==> src/umf_params.svh <==
`ifndef UMF_PARAMS_SVH
`define UMF_PARAMS_SVH

// header layout, byte offsets within a datagram
`define UMF_HDR_SEQ_OFS     0
`define UMF_HDR_KIND_OFS    4
`define UMF_HDR_RSVD_OFS    5
`define UMF_HDR_COUNT_OFS   6
`define UMF_HDR_LEN         8

// last header byte index
`define UMF_HDR_LAST        16'h0007

// measured-values body length in bytes and its last byte index
`define UMF_MV_BODY_LEN     50
`define UMF_MV_LAST         16'h0031

// fragment kind codes
`define UMF_FRAG_LONE       8'h00
`define UMF_FRAG_LEAD       8'h01
`define UMF_FRAG_FOLLOW     8'h02

// body kind codes
`define UMF_BODY_MEAS       8'h00
`define UMF_BODY_Z          8'h01
`define UMF_BODY_INT        8'h02
`define UMF_BODY_ZI         8'h03

// reserved header byte value
`define UMF_RSVD_VAL        8'h00

`endif

==> src/umf_pkg.sv <==
package umf_pkg;

  // framer sequencing states
  typedef enum logic [1:0] {
    UMF_IDLE,
    UMF_HDR,
    UMF_MBODY,
    UMF_PBODY
  } umf_state_e;

endpackage

==> src/umf_byte_if.sv <==
`timescale 1ns/1ps
`default_nettype none

// byte stream between framer and output buffer
interface umf_byte_if;
  logic       valid; // byte offered
  logic       ready; // byte accepted
  logic [7:0] data;  // datagram byte
  logic       last;  // final byte of a datagram
  modport src (output valid, output data, output last, input ready);
  modport snk (input valid, input data, input last, output ready);
endinterface

`default_nettype wire

==> src/umf_buf.sv <==
`timescale 1ns/1ps
`default_nettype none

// two-entry skid buffer, every output from a flop
module umf_buf
  import umf_pkg::*;
#(
  parameter int W = 9
) (
  input  wire logic         clock,
  input  wire logic         rst_b,
  umf_byte_if.snk           in_if,
  output logic [W-1:0]      out_word,
  output logic              out_valid,
  input  wire logic         out_ready
);

  typedef struct packed {
    logic         out_v;  // output entry holds a word
    logic [W-1:0] out_d;  // output entry
    logic         skid_v; // spill entry holds a word
    logic [W-1:0] skid_d; // spill entry
  } umf_buf_s;

  umf_buf_s r_reg;  // registered state
  umf_buf_s r_next; // next state

  logic         push; // word enters
  logic [W-1:0] in_w; // incoming word

  // refuse only while the spill entry is occupied
  assign in_if.ready = ~r_reg.skid_v;
  assign in_w        = {in_if.last, in_if.data};
  assign push        = in_if.valid & ~r_reg.skid_v;
  assign out_word    = r_reg.out_d;
  assign out_valid   = r_reg.out_v;

  // move words forward, spill when the receiver stalls
  always_comb begin
    r_next = r_reg;
    if (!r_reg.out_v || out_ready) begin
      // output slot frees up this cycle
      if (r_reg.skid_v) begin
        r_next.out_d  = r_reg.skid_d;
        r_next.out_v  = 1'b1;
        r_next.skid_v = 1'b0;
      end else if (push) begin
        r_next.out_d = in_w;
        r_next.out_v = 1'b1;
      end else begin
        r_next.out_v = 1'b0;
      end
    end else if (push) begin
      // receiver stalled, park the word
      r_next.skid_d = in_w;
      r_next.skid_v = 1'b1;
    end
  end

  // state register
  always_ff @(posedge clock or negedge rst_b) begin
    if (!rst_b) begin
      r_reg <= '0;
    end else begin
      r_reg <= r_next;
    end
  end

endmodule

`default_nettype wire

==> src/umf_framer.sv <==
// Contract
// - 32-bit block sequence at byte 0, per block
// - fragment kind at byte 4: 0/1/2
// - measured values: always one unfragmented datagram
// - leading fragment carries total datagram count
// - following fragment carries its block position
// - reserved byte 5, body starts at 8
// - first body byte of a lone or leading datagram is body kind
// - measured flags, quality, outputs at bytes 1-7
// - seven floats at body bytes 8-35
// - rate 36, timestamps 40/44, encoder 48
`timescale 1ns/1ps
`default_nettype none
`include "umf_params.svh"

module umf_framer
  import umf_pkg::*;
#(
  parameter int LEN_W     = 16, // width of profile byte count
  parameter int FRAG_BITS = 10  // log2 of body bytes per datagram
) (
  input  wire logic             clock,
  input  wire logic             rst_b,
  // measured-values message
  input  wire logic             mv_valid,
  output logic                  mv_ready,
  input  wire logic             mv_config_mode,
  input  wire logic             mv_time_synced,
  input  wire logic             mv_values_valid,
  input  wire logic             mv_alarm,
  input  wire logic [7:0]       mv_quality,
  input  wire logic             mv_switch_out1,
  input  wire logic             mv_switch_out2,
  input  wire logic [223:0]     mv_values,
  input  wire logic [31:0]      measurement_rate,
  input  wire logic [31:0]      timestamp_seconds,
  input  wire logic [31:0]      timestamp_fraction,
  input  wire logic [15:0]      encoder_position_a,
  // profile block request
  input  wire logic             blk_valid,
  output logic                  blk_ready,
  input  wire logic [7:0]       blk_body_kind,
  input  wire logic [LEN_W-1:0] blk_len,
  // profile body bytes
  input  wire logic             pf_valid,
  output logic                  pf_ready,
  input  wire logic [7:0]       pf_byte,
  // datagram byte stream
  output logic                  out_valid,
  input  wire logic             out_ready,
  output logic [7:0]            out_data,
  output logic                  out_last,
  // current sequence number
  output logic [31:0]           block_sequence_number
);

  localparam logic [LEN_W:0] PAYLOAD = (LEN_W+1)'(1) << FRAG_BITS; // body bytes per datagram

  // datagram layout as it leaves the framer:
  //   bytes 0-3  block sequence number, low byte first
  //   byte  4    fragment kind: lone, leading or following
  //   byte  5    reserved, always zero
  //   bytes 6-7  fragment total or position, low byte first
  //   bytes 8-   body; in lone and leading datagrams the first byte names the body kind
  // a measured-values message always fits one lone datagram;
  // a profile block is cut into pieces of PAYLOAD body bytes

  typedef struct packed {
    umf_state_e     st;         // sequencing state
    logic [31:0]    seq;        // block sequence number
    logic [15:0]    idx;        // byte index in header or mv body
    logic [LEN_W:0] body_left;  // body bytes left in the block
    logic [LEN_W:0] frag_left;  // body bytes left in this datagram
    logic [LEN_W:0] fetch_left; // profile bytes still to fetch
    logic [15:0]    frag_idx;   // datagram position in block
    logic [15:0]    frag_total; // datagrams in block
    logic [7:0]     kind;       // body kind of block
    logic           kind_due;   // body kind byte not yet sent
    logic [399:0]   mv;         // captured measured-values body
    logic [7:0]     hold;       // fetched profile byte
    logic           hold_v;     // hold holds a byte
    logic           mv_rdy;     // offering to the mv source
    logic           blk_rdy;    // offering to the block source
    logic           pf_rdy;     // fetching profile bytes
  } umf_framer_s;

  umf_framer_s r_reg;  // registered state
  umf_framer_s r_next; // next state

  umf_byte_if bif ();

  logic           e_valid;   // byte offered to buffer
  logic [7:0]     e_data;    // byte offered
  logic           e_last;    // offered byte ends datagram
  logic           push;      // buffer took the byte
  logic [63:0]    hdr_vec;   // header, byte 0 in low bits
  logic [7:0]     frag_kind; // fragment kind of this datagram
  logic [15:0]    frag_word; // fragment total or position
  logic [399:0]   mv_vec;    // measured body, byte 0 in low bits
  logic [LEN_W:0] blk_body;  // block body length incl kind byte
  logic [8:0]     buf_word;  // buffer output word

  // body bytes carried by the next datagram
  // the last piece of a block may be shorter than PAYLOAD
  function automatic logic [LEN_W:0] umf_chunk(input logic [LEN_W:0] left);
    umf_chunk = (left > PAYLOAD) ? PAYLOAD : left;
  endfunction

  // fragment kind and count field of the current datagram:
  // a single datagram carries kind zero and count zero, the
  // leading piece the number of pieces, later pieces their
  // position counted from one
  always_comb begin
    if (r_reg.frag_total <= 16'h0001) begin
      frag_kind = `UMF_FRAG_LONE;
      frag_word = 16'h0000;
    end else if (r_reg.frag_idx == 16'h0000) begin
      frag_kind = `UMF_FRAG_LEAD;
      frag_word = r_reg.frag_total;
    end else begin
      frag_kind = `UMF_FRAG_FOLLOW;
      frag_word = r_reg.frag_idx;
    end
  end

  // header bytes, multi-byte fields low byte first
  // reserved byte is constant zero in every datagram
  assign hdr_vec = {frag_word, `UMF_RSVD_VAL, frag_kind, r_reg.seq};

  // measured-values body, byte 0 in the low bits:
  //   byte 0      body kind, zero for measured values
  //   bytes 1-4   config mode, time synced, values valid, alarm
  //   byte 5      quality
  //   bytes 6-7   switching outputs one and two
  //   bytes 8-35  seven floats, first value in the low word
  //   bytes 36-49 rate, seconds, fraction, encoder position
  // the sources are sampled only on the handshake edge
  assign mv_vec = {encoder_position_a, timestamp_fraction, timestamp_seconds,
                   measurement_rate, mv_values,
                   7'h00, mv_switch_out2, 7'h00, mv_switch_out1, mv_quality,
                   7'h00, mv_alarm, 7'h00, mv_values_valid,
                   7'h00, mv_time_synced, 7'h00, mv_config_mode,
                   `UMF_BODY_MEAS};

  // block body length counts the leading body kind byte
  assign blk_body = {1'b0, blk_len} + (LEN_W+1)'(1);
  assign push     = e_valid & bif.ready;

  // offered byte towards the buffer
  assign bif.valid = e_valid;
  assign bif.data  = e_data;
  assign bif.last  = e_last;

  // sequencing: accept messages, emit header then body
  //   idle  - offer the two sources in alternate cycles
  //   hdr   - eight header bytes, fields from the state
  //   mbody - fifty captured measured-value bytes
  //   pbody - body kind byte, then fetched profile bytes
  // a byte only advances the state when the buffer takes it,
  // so a stall downstream simply freezes the sequencer
  always_comb begin
    r_next  = r_reg;
    e_valid = 1'b0;
    e_data  = 8'h00;
    e_last  = 1'b0;
    // fetch a profile byte into hold
    // hold is a single slot, so fetching pauses until it is sent
    if (pf_valid && r_reg.pf_rdy) begin
      r_next.hold       = pf_byte;
      r_next.hold_v     = 1'b1;
      r_next.fetch_left = r_reg.fetch_left - (LEN_W+1)'(1);
    end
    unique case (r_reg.st)
      UMF_IDLE: begin
        if (mv_valid && r_reg.mv_rdy) begin
          // measured values go out as one lone datagram
          r_next.mv         = mv_vec;
          r_next.kind       = `UMF_BODY_MEAS;
          r_next.frag_total = 16'h0001;
          r_next.frag_idx   = 16'h0000;
          r_next.idx        = 16'h0000;
          r_next.st         = UMF_HDR;
        end else if (blk_valid && r_reg.blk_rdy) begin
          // profile block, split into datagrams of PAYLOAD body bytes
          r_next.kind       = blk_body_kind;
          r_next.kind_due   = 1'b1;
          r_next.body_left  = blk_body;
          r_next.frag_left  = umf_chunk(blk_body);
          r_next.fetch_left = {1'b0, blk_len};
          r_next.frag_total = 16'((({1'b0, blk_body} + (LEN_W+2)'(PAYLOAD))
                                   - (LEN_W+2)'(1)) >> FRAG_BITS);
          r_next.frag_idx   = 16'h0000;
          r_next.idx        = 16'h0000;
          r_next.st         = UMF_HDR;
        end
      end
      UMF_HDR: begin
        // eight header bytes ahead of every body
        e_valid = 1'b1;
        e_data  = hdr_vec[r_reg.idx[2:0]*8 +: 8];
        if (push) begin
          if (r_reg.idx == `UMF_HDR_LAST) begin
            r_next.idx = 16'h0000;
            // body begins at offset eight
            if (r_reg.kind == `UMF_BODY_MEAS && !r_reg.kind_due &&
                r_reg.frag_total == 16'h0001) begin
              // captured measured values follow
              r_next.st = UMF_MBODY;
            end else begin
              // profile body, also for a later piece of a block
              r_next.st = UMF_PBODY;
            end
          end else begin
            r_next.idx = r_reg.idx + 16'h0001;
          end
        end
      end
      UMF_MBODY: begin
        // fixed measured-values body
        e_valid = 1'b1;
        e_data  = r_reg.mv[r_reg.idx*8 +: 8];
        e_last  = (r_reg.idx == `UMF_MV_LAST);
        if (push) begin
          if (e_last) begin
            r_next.st  = UMF_IDLE;
            r_next.seq = r_reg.seq + 32'h0000_0001;
          end else begin
            r_next.idx = r_reg.idx + 16'h0001;
          end
        end
      end
      UMF_PBODY: begin
        // body kind byte first, then fetched profile bytes
        e_valid = r_reg.kind_due | r_reg.hold_v;
        e_data  = r_reg.kind_due ? r_reg.kind : r_reg.hold;
        e_last  = (r_reg.frag_left == (LEN_W+1)'(1));
        if (push) begin
          if (r_reg.kind_due) begin
            r_next.kind_due = 1'b0;
          end else begin
            r_next.hold_v = 1'b0;
          end
          r_next.body_left = r_reg.body_left - (LEN_W+1)'(1);
          r_next.frag_left = r_reg.frag_left - (LEN_W+1)'(1);
          if (e_last) begin
            if (r_reg.body_left == (LEN_W+1)'(1)) begin
              // block done, one number per block
              r_next.st  = UMF_IDLE;
              r_next.seq = r_reg.seq + 32'h0000_0001;
            end else begin
              // next fragment keeps the sequence number
              r_next.frag_idx  = r_reg.frag_idx + 16'h0001;
              r_next.frag_left = umf_chunk(r_reg.body_left - (LEN_W+1)'(1));
              r_next.idx       = 16'h0000;
              r_next.st        = UMF_HDR;
            end
          end
        end
      end
    endcase
    // offer the two sources in turn so only one handshake can occur
    // with no handshake the refused source is offered next cycle; each return to idle offers the mv source first
    r_next.mv_rdy  = (r_next.st == UMF_IDLE) && !r_reg.mv_rdy;
    r_next.blk_rdy = (r_next.st == UMF_IDLE) && r_reg.mv_rdy;
    // fetch while block bytes remain and hold is free
    r_next.pf_rdy  = (r_next.fetch_left != '0) && !r_next.hold_v;
  end

  // state register
  always_ff @(posedge clock or negedge rst_b) begin
    if (!rst_b) begin
      r_reg <= '0;
    end else begin
      r_reg <= r_next;
    end
  end

  // output buffer absorbs receiver stalls; it takes a byte
  // while its spill entry is free and presents every word
  // from a flop, so no top output sees the sequencer's logic
  umf_buf #(
    .W (9)
  ) u_buf (
    .clock     (clock),
    .rst_b     (rst_b),
    .in_if     (bif),
    .out_word  (buf_word),
    .out_valid (out_valid),
    .out_ready (out_ready)
  );

  // top outputs, each straight from a register
  assign out_data              = buf_word[7:0];
  assign out_last              = buf_word[8];
  assign mv_ready              = r_reg.mv_rdy;
  assign blk_ready             = r_reg.blk_rdy;
  assign pf_ready              = r_reg.pf_rdy;
  assign block_sequence_number = r_reg.seq;

endmodule

`default_nettype wire

==> config.mk <==
export PLATFORM = sky130hd
export DESIGN_NAME = umf_framer
export DESIGN_NICKNAME = d
export VERILOG_FILES = /design/src/umf_pkg.sv /design/src/umf_byte_if.sv /design/src/umf_buf.sv /design/src/umf_framer.sv
export VERILOG_INCLUDE_DIRS = /design/src /design/src/src
export SDC_FILE = /design/constraint.sdc
export NUM_CORES = 1
export LEC_CHECK = 0
export BUFFER_PORTS_ARGS = -buffer_cell sky130_fd_sc_hd__buf_2
export CORE_MARGIN = 10
export CORE_UTILIZATION = 35
export CTS_CLUSTER_SIZE = 28
export DETAILED_ROUTE_END_ITERATION = 8
export GPL_TIMING_DRIVEN = 0
export PLACE_DENSITY = 0.65
export SLEW_MARGIN = 20
export SYNTH_ARGS = -nofsm -noshare
export SYNTH_HDL_FRONTEND = slang
export SYNTH_SLANG_ARGS = --single-unit
export TNS_END_PERCENT = 50
==> constraint.sdc <==
create_clock -name clock -period 2.96 [get_ports clock]
set_input_delay 0.296 -clock clock [delete_from_list [all_inputs] [get_ports clock]]
set_output_delay 0.296 -clock clock [all_outputs]
set_load 0.01 [all_outputs]
==> impl_metrics.json, run 1 <==
{
  "status": "complete, but fails checks",
  "violations": "negative setup slack",
  "synth_seq_area_share": 0.493,
  "arrival_ns": 3.51,
  "drc": 0,
  "rows": 100,
  "top_usage_layer": "met2",
  "slew_headroom": 0.396,
  "first_iter_violations": 2025,
  "cts_buffer_depth": 3,
  "tightest_slew_ns": 0.906,
  "criticalPathCategory": "reg -> reg",
  "wl_per_cell_um": 26.0,
  "grt_pass1_wl_um": 159000,
  "synthTopCellsByArea": "dfrtp_1, mux2_2, mux4_2, nand2_1, xnor2_1",
  "syn_area_per_cell_um2": 12.0,
  "dp_slack_ns": -1.53,
  "synth-seq-cells": 516,
  "io_pins": 433,
  "min-delay-path-class": "in -> reg",
  "final_nets": 3501,
  "post_dp_cell_area_um2": 29800,
  "synth_flop_cell": "dfrtp_1",
  "cts.sinks": 516,
  "netlist_area_um2": 26200,
  "initial_utilization": 0.352,
  "synth_edf_count": 0,
  "async_flop_share": 1.00,
  "dp.final_hpwl_um": 73700,
  "max_freq_mhz": 333,
  "finalWorstSetupSlack_ns": -0.0423,
  "fp.dieH_um": 294,
  "root_buffer": "clkbuf_16",
  "syn_nets": 2584,
  "antenna_found_initial": 17,
  "clock_latency_ns": 0.67,
  "syn_inst": 2180,
  "drive_above_1_share": 0.401,
  "routed_wirelength_um": 107000,
  "max_cap_violations": 0,
  "clock_skew_ns": 0.0540,
  "cp_max_fo": 10,
  "hold_ws_ns": 0.0346,
  "yosysTopAreaCell": "dfrtp_1",
  "cts_inserted_buffers": 57,
  "endpoint_kind": "register",
  "hold_viol_final": 0,
  "p_leak_uw": 0.0173,
  "antenna_left": 0,
  "vias": 23000,
  "grt_pass1_vias": 24400,
  "worstPathRequired_ns": 3.47,
  "netlist.area_leader.share": 0.493,
  "slew_viol_final": 0,
  "startpoint_type": "register",
  "routabilityCongestion": 0.900,
  "synth_cell_types": 79,
  "grtUsageMet3": 0.0619,
  "drt_pass1_iterations": 5,
  "post-route-min-period_ns": 3.00,
  "use_met1": 0.288,
  "grt_use_met2": 0.410,
  "chipWidth_um": 294,
  "fin_area_um2": 36900,
  "rsz0062_at_grt": "true",
  "grt_max_degree": 99,
  "ys_warn_count": 0,
  "vdd_ir_drop_max_mv": 0.533,
  "setup_violations": 2,
  "grt_overflow": 0,
  "p_per_area_nw_per_um2": 434,
  "core_area_um2": 74300,
  "htree_levels": 2,
  "report.power.total_uw": 16000,
  "die_area_um2": 86200,
  "clk_pin_slew_worst_paths_ns": 0.06,
  "syn_to_final_growth_pct": 40.8,
  "grt_use_total": 0.243,
  "finalCritPeriodShare": 1.01,
  "port_buffers": 427,
  "cts_tree": "built",
  "vias_per_cell": 5.58,
  "largest_reg_flops": 461
}
[layer usage]
layer | wire (um) | up-vias
li1 | - | 9911
met1 | 40800 | 11700
met2 | 52200 | 1137
met3 | 8730 | 295
met4 | 5450 | 8
met5 | 56 | -
[layout make-up]
cell class,count,area [um^2]
Fill cell,6404,37400
Clock buffer,76,1590
Timing Repair Buffer,862,6510
Tap cell,969,1210
Buffer,173,1200
Multi-Input combinational cell,1456,12800
Inverter,31,123
Sequential cell,516,12900
Clock inverter,29,480
Antenna cell,16,40.0
[metrics by stage]
step / TNS, ns / instances / utilization
finish: -0.0426 / 4128 / 0.496
global route: -0.0749 / 4125 / 0.496
CTS: -0.00717 / 4082 / 0.489
detailed placement: -448.00 / 3584 / 0.400
global placement: -5301.33 / 3576 / 0.398
floorplan: 0 / 2180 / -
[critical path, stage by stage, from the launching register on]
cell and delay [ns]:
dfrtp_1 0.40, buf_12 0.12, buf_4 0.13, buf_6 0.26, buf_6 0.27, mux4_2 0.37
mux2i_2 0.30, a211oi_1 0.21, a21oi_2 0.24, nand3_2 0.20, a221o_1 0.36
[timing repair]
| action | CTS | global route |
|---|---|---|
| pin swaps | 20 | 15 |
| setup endpoints to repair | 479 | 406 |
| hold buffers | 372 | 0 |
| buffers inserted | 24 | 31 |
| gates resized for setup | 183 | 69 |
| cloned | 1 | 0 |
| hold endpoints to repair | 469 | 0 |
[Yosys cell counts, drive strengths merged (25+ instances only)]
cell and instances:
a21oi 47, xnor2 53, mux4 93, mux2 371, nor2 115, nand3 62
a31oi 25, nand2 132, dfrtp 516, nor3 63, buf 74, xor2 32
nand4 30, o21ai 95, and3 25, nor4 39, inv 30, clkbuf 104
[cells by family (layout without fill, tap and decap cells)]
| kind of cell | count (synthesis) | in the layout | share of synthesized area |
|---|---|---|---|
| AND/OR/NAND/NOR | 557 | 557 | 0.107 |
| flip-flops | 516 | 516 | 0.493 |
| multiplexers | 485 | 485 | 0.247 |
| AO/OA/AOI/OAI | 312 | 313 | 0.0787 |
| buffers and inverters | 209 | 1171 | 0.0374 |
| XOR/XNOR | 85 | 85 | 0.0284 |
| adder cells (fa/ha/maj) | 16 | 16 | 0.00764 |
| other | 0 | 16 | 0 |
[cells in the final DEF, fill, tap and decap left out, types with 17 or more instances in the layout]
cell	count
o21ai_0	86
nor3_1	54
and3_1	25
buf_4	93
nand3_1	59
clkbuf_1	57
nand2_1	131
buf_2	433
dlygate4sd3_1	372
clkbuf_2	41
xor2_1	32
a31oi_1	24
nor4_1	29
inv_1	26
xnor2_1	52
a21oi_1	43
clkbuf_16	57
mux4_2	93
mux2_2	371
nor2_1	113
mux2i_1	17
dfrtp_1	513
nand4_1	30
[path summary, 6_finish.rpt]
| path | slack (ns) | startpoint | endpoint | cells past startpoint |
|---|---|---|---|---|
| setup / recovery | -0.04 | r_reg[505] | u_buf.out_word[3] | 10 |
| setup reg to reg | -0.04 | r_reg[505] | u_buf.out_word[3] | 10 |
| hold / removal | 0.03 | blk_len[11] | r_reg[464] | 3 |
| max in group asynchronous | 0.98 | rst_b | r_reg[81] | 6 |
| hold reg to reg | 0.48 | u_buf.out_word[8] | u_buf.out_word[8] | 2 |
| min in group asynchronous | 0.09 | rst_b | r_reg[10] | 2 |
[power by group]
| part | switching, uW | internal [uW] | leakage [uW] |
|---|---|---|---|
| Sequential | 0.0000000000000336 | 7050 | 0.00690 |
| Clock | 3280 | 4670 | 0.00101 |
| Combinational | 445 | 551 | 0.00941 |
| Total | 3720 | 12300 | 0.0173 |
Note: power is estimated with default switching activity, not from simulation.
==> run 2: changes to the inputs <==
--- a/config.mk
+++ b/config.mk
@@ -8,11 +8,11 @@
 export LEC_CHECK = 0
 export BUFFER_PORTS_ARGS = -buffer_cell sky130_fd_sc_hd__buf_2
 export CORE_MARGIN = 10
-export CORE_UTILIZATION = 35
+export CORE_UTILIZATION = 52
 export CTS_CLUSTER_SIZE = 28
 export DETAILED_ROUTE_END_ITERATION = 8
 export GPL_TIMING_DRIVEN = 0
-export PLACE_DENSITY = 0.65
+export PLACE_DENSITY = 0.86
 export SLEW_MARGIN = 20
 export SYNTH_ARGS = -nofsm -noshare
 export SYNTH_HDL_FRONTEND = slang
==> impl_metrics.json, run 2 <==
{
  "grt-worst-endpoint": "u_buf.out_word[5]$_DFFE_PN0P_/D",
  "synth_edf_count": 0,
  "antenna_found_initial": 76,
  "rows": 82,
  "async_flop_share": 1.00,
  "cts.sinks": 516,
  "synthTopCellsByArea": "dfrtp_1, mux2_2, mux4_2, nand2_1, xnor2_1",
  "yosysTopAreaCell": "dfrtp_1",
  "io_pins": 433,
  "yosys-top-cells-count": "dfrtp_1, mux2_2, nand2_1",
  "dp.final_hpwl_um": 73900,
  "cts_buffer_depth": 3,
  "grt_use_total": 0.650,
  "grt_overflow": 5,
  "fp.dieH_um": 244,
  "haltStage": "global routing (5_1_grt)",
  "ys_warn_count": 0,
  "syn_nets": 2584,
  "routabilityCongestion": 0.974,
  "firstError": "[ERROR GRT-0232] Routing congestion too high. Check the congestion heatmap in the GUI.",
  "chipWidth_um": 244,
  "synth_cell_types": 79,
  "netlist_area_um2": 26200,
  "port_buffers": 427,
  "dpl.cell_count": 3286,
  "synth-seq-cells": 516,
  "root_buffer": "clkbuf_16",
  "post_dp_cell_area_um2": 29400,
  "initial_utilization": 0.524,
  "syn_inst": 2180,
  "htree_levels": 2,
  "status": "aborted with a tool error",
  "synth_seq_area_share": 0.493,
  "worstEpCategory": "sequential cell input",
  "grt_max_degree": 108,
  "netlist.area_leader.share": 0.493,
  "cts_inserted_buffers": 54,
  "syn_area_per_cell_um2": 12.0,
  "yosysMostFrequentCell": "dfrtp_1",
  "synth_flop_cell": "dfrtp_1"
}
==> run 2: cell counts after synthesis <==
No cell type changed its count.
==> run 2: routing by layer <==
layer | track usage | overflow
met5 | 0.457 | 0
met4 | 0.639 | 4
met2 | 0.760 | 1
met3 | 0.620 | 0
met1 | 0.594 | 0
==> run 2: logic make-up after synthesis <==
logic type                 share of synthesized area
muxes                                          0.247
and+or+nand+nor                                0.107
xor gates and xnor gates                      0.0284
adders and majority gates                    0.00764
buffers and inverters                         0.0374
DFF                                            0.493
AOI/OAI and AO/OA                             0.0787
==> run 2: what timing repair did <==
item / CTS
endpoints found under the hold margin: 441
pin swaps: 14
hold buffers: 369
resized for setup: 173
buffers inserted: 8
setup endpoints to repair: 479
==> run 2: stage by stage <==
step                worst slack (ns)  TNS [ns]
global placement               -8.51  -4782.55
CTS                          -0.0735    -0.388
detailed placement             -1.31   -458.58
floorplan                      0.148         0
==> run 3: changes to the inputs <==
--- a/config.mk
+++ b/config.mk
@@ -8,11 +8,10 @@
 export LEC_CHECK = 0
 export BUFFER_PORTS_ARGS = -buffer_cell sky130_fd_sc_hd__buf_2
 export CORE_MARGIN = 10
-export CORE_UTILIZATION = 52
-export CTS_CLUSTER_SIZE = 28
+export CORE_UTILIZATION = 40
 export DETAILED_ROUTE_END_ITERATION = 8
 export GPL_TIMING_DRIVEN = 0
-export PLACE_DENSITY = 0.86
+export PLACE_DENSITY_LB_ADDON = 0.15
 export SLEW_MARGIN = 20
 export SYNTH_ARGS = -nofsm -noshare
 export SYNTH_HDL_FRONTEND = slang
==> constraint.sdc (replaced) <==
create_clock -name clock -period 3.8 [get_ports clock]
set_input_delay 0.38 -clock clock [delete_from_list [all_inputs] [get_ports clock]]
set_output_delay 0.38 -clock clock [all_outputs]
set_load 0.01 [all_outputs]
==> impl_metrics.json, run 3 (same netlist as run 1, synthesis figures left out) <==
{
  "antenna_found_initial": 31,
  "arrival_ns": 4.23,
  "status": "complete, no violations",
  "rr_endpoint": "u_buf.out_word[3]",
  "layout_commonest_cell": "dfrtp_1",
  "hold_viol_final": 0,
  "vdd_ir_drop_max_mv": 0.355,
  "syn_to_final_growth_pct": 34.1,
  "die_area_um2": 76100,
  "p_int_uw": 9390,
  "root_buffer": "clkbuf_16",
  "worstPathRequired_ns": 4.29,
  "min-delay-path-class": "in -> reg",
  "clock_skew_ns": 0.0495,
  "p_leak_uw": 0.0167,
  "final_nets": 3407,
  "finalCritPeriodShare": 0.984,
  "clock_latency_ns": 0.65,
  "cts.sinks": 516,
  "swShare": 0.227,
  "slew_headroom": 0.271,
  "antenna_left": 0,
  "p_per_area_nw_per_um2": 346,
  "finalWorstSetupSlack_ns": 0.0623,
  "cp-endpoint": "u_buf.out_word[3]",
  "multi_input_area_um2": 12400,
  "report.power.total_uw": 12100,
  "cts_buffer_depth": 3,
  "grt_use_total": 0.263,
  "p_sw_uw": 2750,
  "combinationalPowerShare": 0.061,
  "seqPwrFrac": 0.452,
  "first_iter_violations": 1756,
  "max_freq_mhz": 268,
  "drc": 0,
  "largest_reg_flops": 461,
  "grt_pass1_wl_um": 151000,
  "finalSetupTns_ns": 0,
  "tightest_slew_ns": 1.08,
  "htree_levels": 2,
  "post-route-util": 0.543,
  "fill_cells": 5597,
  "fin_area_um2": 35100,
  "slew_viol_final": 0,
  "startpoint_type": "register",
  "grt_pass1_vias": 23600,
  "vias": 22100,
  "dp_slack_ns": -0.685,
  "cts_tree": "built",
  "drive_above_1_share": 0.369,
  "io_pins": 433,
  "drt_pass1_iterations": 5,
  "vias_per_cell": 5.65,
  "cp-startpoint": "r_reg[505]",
  "grt_max_degree": 101,
  "endpoint_kind": "register",
  "core_area_um2": 64700,
  "reg2regPathDepth": 9,
  "cp_max_fo": 10,
  "port_buffers": 427,
  "initial_utilization": 0.405,
  "setup_violations": 0,
  "chipWidth_um": 276,
  "layout_common_cells": "dfrtp_1, buf_2, mux2_2",
  "pwr-share-clk": 0.487,
  "post_dp_cell_area_um2": 29600,
  "grt_overflow": 0,
  "r2r_slack_ns": 0.06,
  "fp.dieH_um": 276,
  "routed_wirelength_um": 102000,
  "wl_per_cell_um": 26.0,
  "rows": 93,
  "routabilityCongestion": 0.918,
  "register_area_um2": 12900,
  "clk_pin_slew_worst_paths_ns": 0.07,
  "cts_inserted_buffers": 57,
  "rr_startpoint": "r_reg[505]",
  "dp.final_hpwl_um": 75200,
  "max_cap_violations": 0,
  "criticalPathCategory": "reg -> reg",
  "post-route-min-period_ns": 3.74
}
==> run 3: worst min-delay path by stage <==
stage                   startpoint                         to  depth (start not counted)
CTS                 mv_values[199]                 r_reg[275]                          2
floorplan                    rst_b                  blk_ready                          0
global route         mv_values[26]                 r_reg[102]                          2
global placement    u_buf.r_reg[2]             u_buf.r_reg[2]                          2
finish               mv_values[10]                  r_reg[86]                          2
detailed placement           rst_b  block_sequence_number[11]                          1
==> run 3: through the flow <==
stage | hold slack [ns] | instances
after floorplan | 0.0844 | 2180
after global placement | 0.460 | 3462
after detailed placement | 0.358 | 3469
after CTS | 0.000416 | 3901
after global routing | 0.00900 | 3919
final | 0.0219 | 3922
==> run 3: critical path, cell delays in order, from the launching register on <==
cell and delay (ns):
dfrtp_1 0.37, buf_2 0.30, buf_4 0.38, clkdlybuf4s15_2 0.58, mux4_2 0.41, mux2i_1 0.33
a211oi_1 0.15, a21oi_1 0.32, nand3_1 0.30, a221o_1 0.38
==> run 3: routing by layer <==
layer	global-route usage	share of wire
met1	0.317	0.39
met2	0.452	0.51
met3	0.0511	0.058
met4	0.116	0.044
met5	0	0.0014
==> run 3: final cells by class <==
class,instances,share of cell area
inverters,31,0.00331
diodes,20,0.00142
plain buffers,178,0.0280
clock buffers,76,0.0455
flip-flops and latches,516,0.368
clock inverters,27,0.0108
well taps,855,0.0304
repair buffers,764,0.160
multi-input cells,1455,0.353
==> run 3: power by group through the flow <==
stage	combinational [uW]	sequential, uW	clock, uW
2_1_floorplan	42.8	5600	0
3_3_place_gp	428	5600	0
3_5_place_dp	455	5590	0
4_1_cts	734	5490	5990
5_1_grt	789	5490	6230
6_report	740	5490	5910
==> run 3: repair_timing <==
action / CTS / global route
resized for setup: 53 / 31
buffers inserted: 0 / 1
endpoints found under the setup margin: 365 / 177
endpoints found under the hold margin: 379 / 0
hold buffers: 329 / 0
pin swaps: 1 / 2
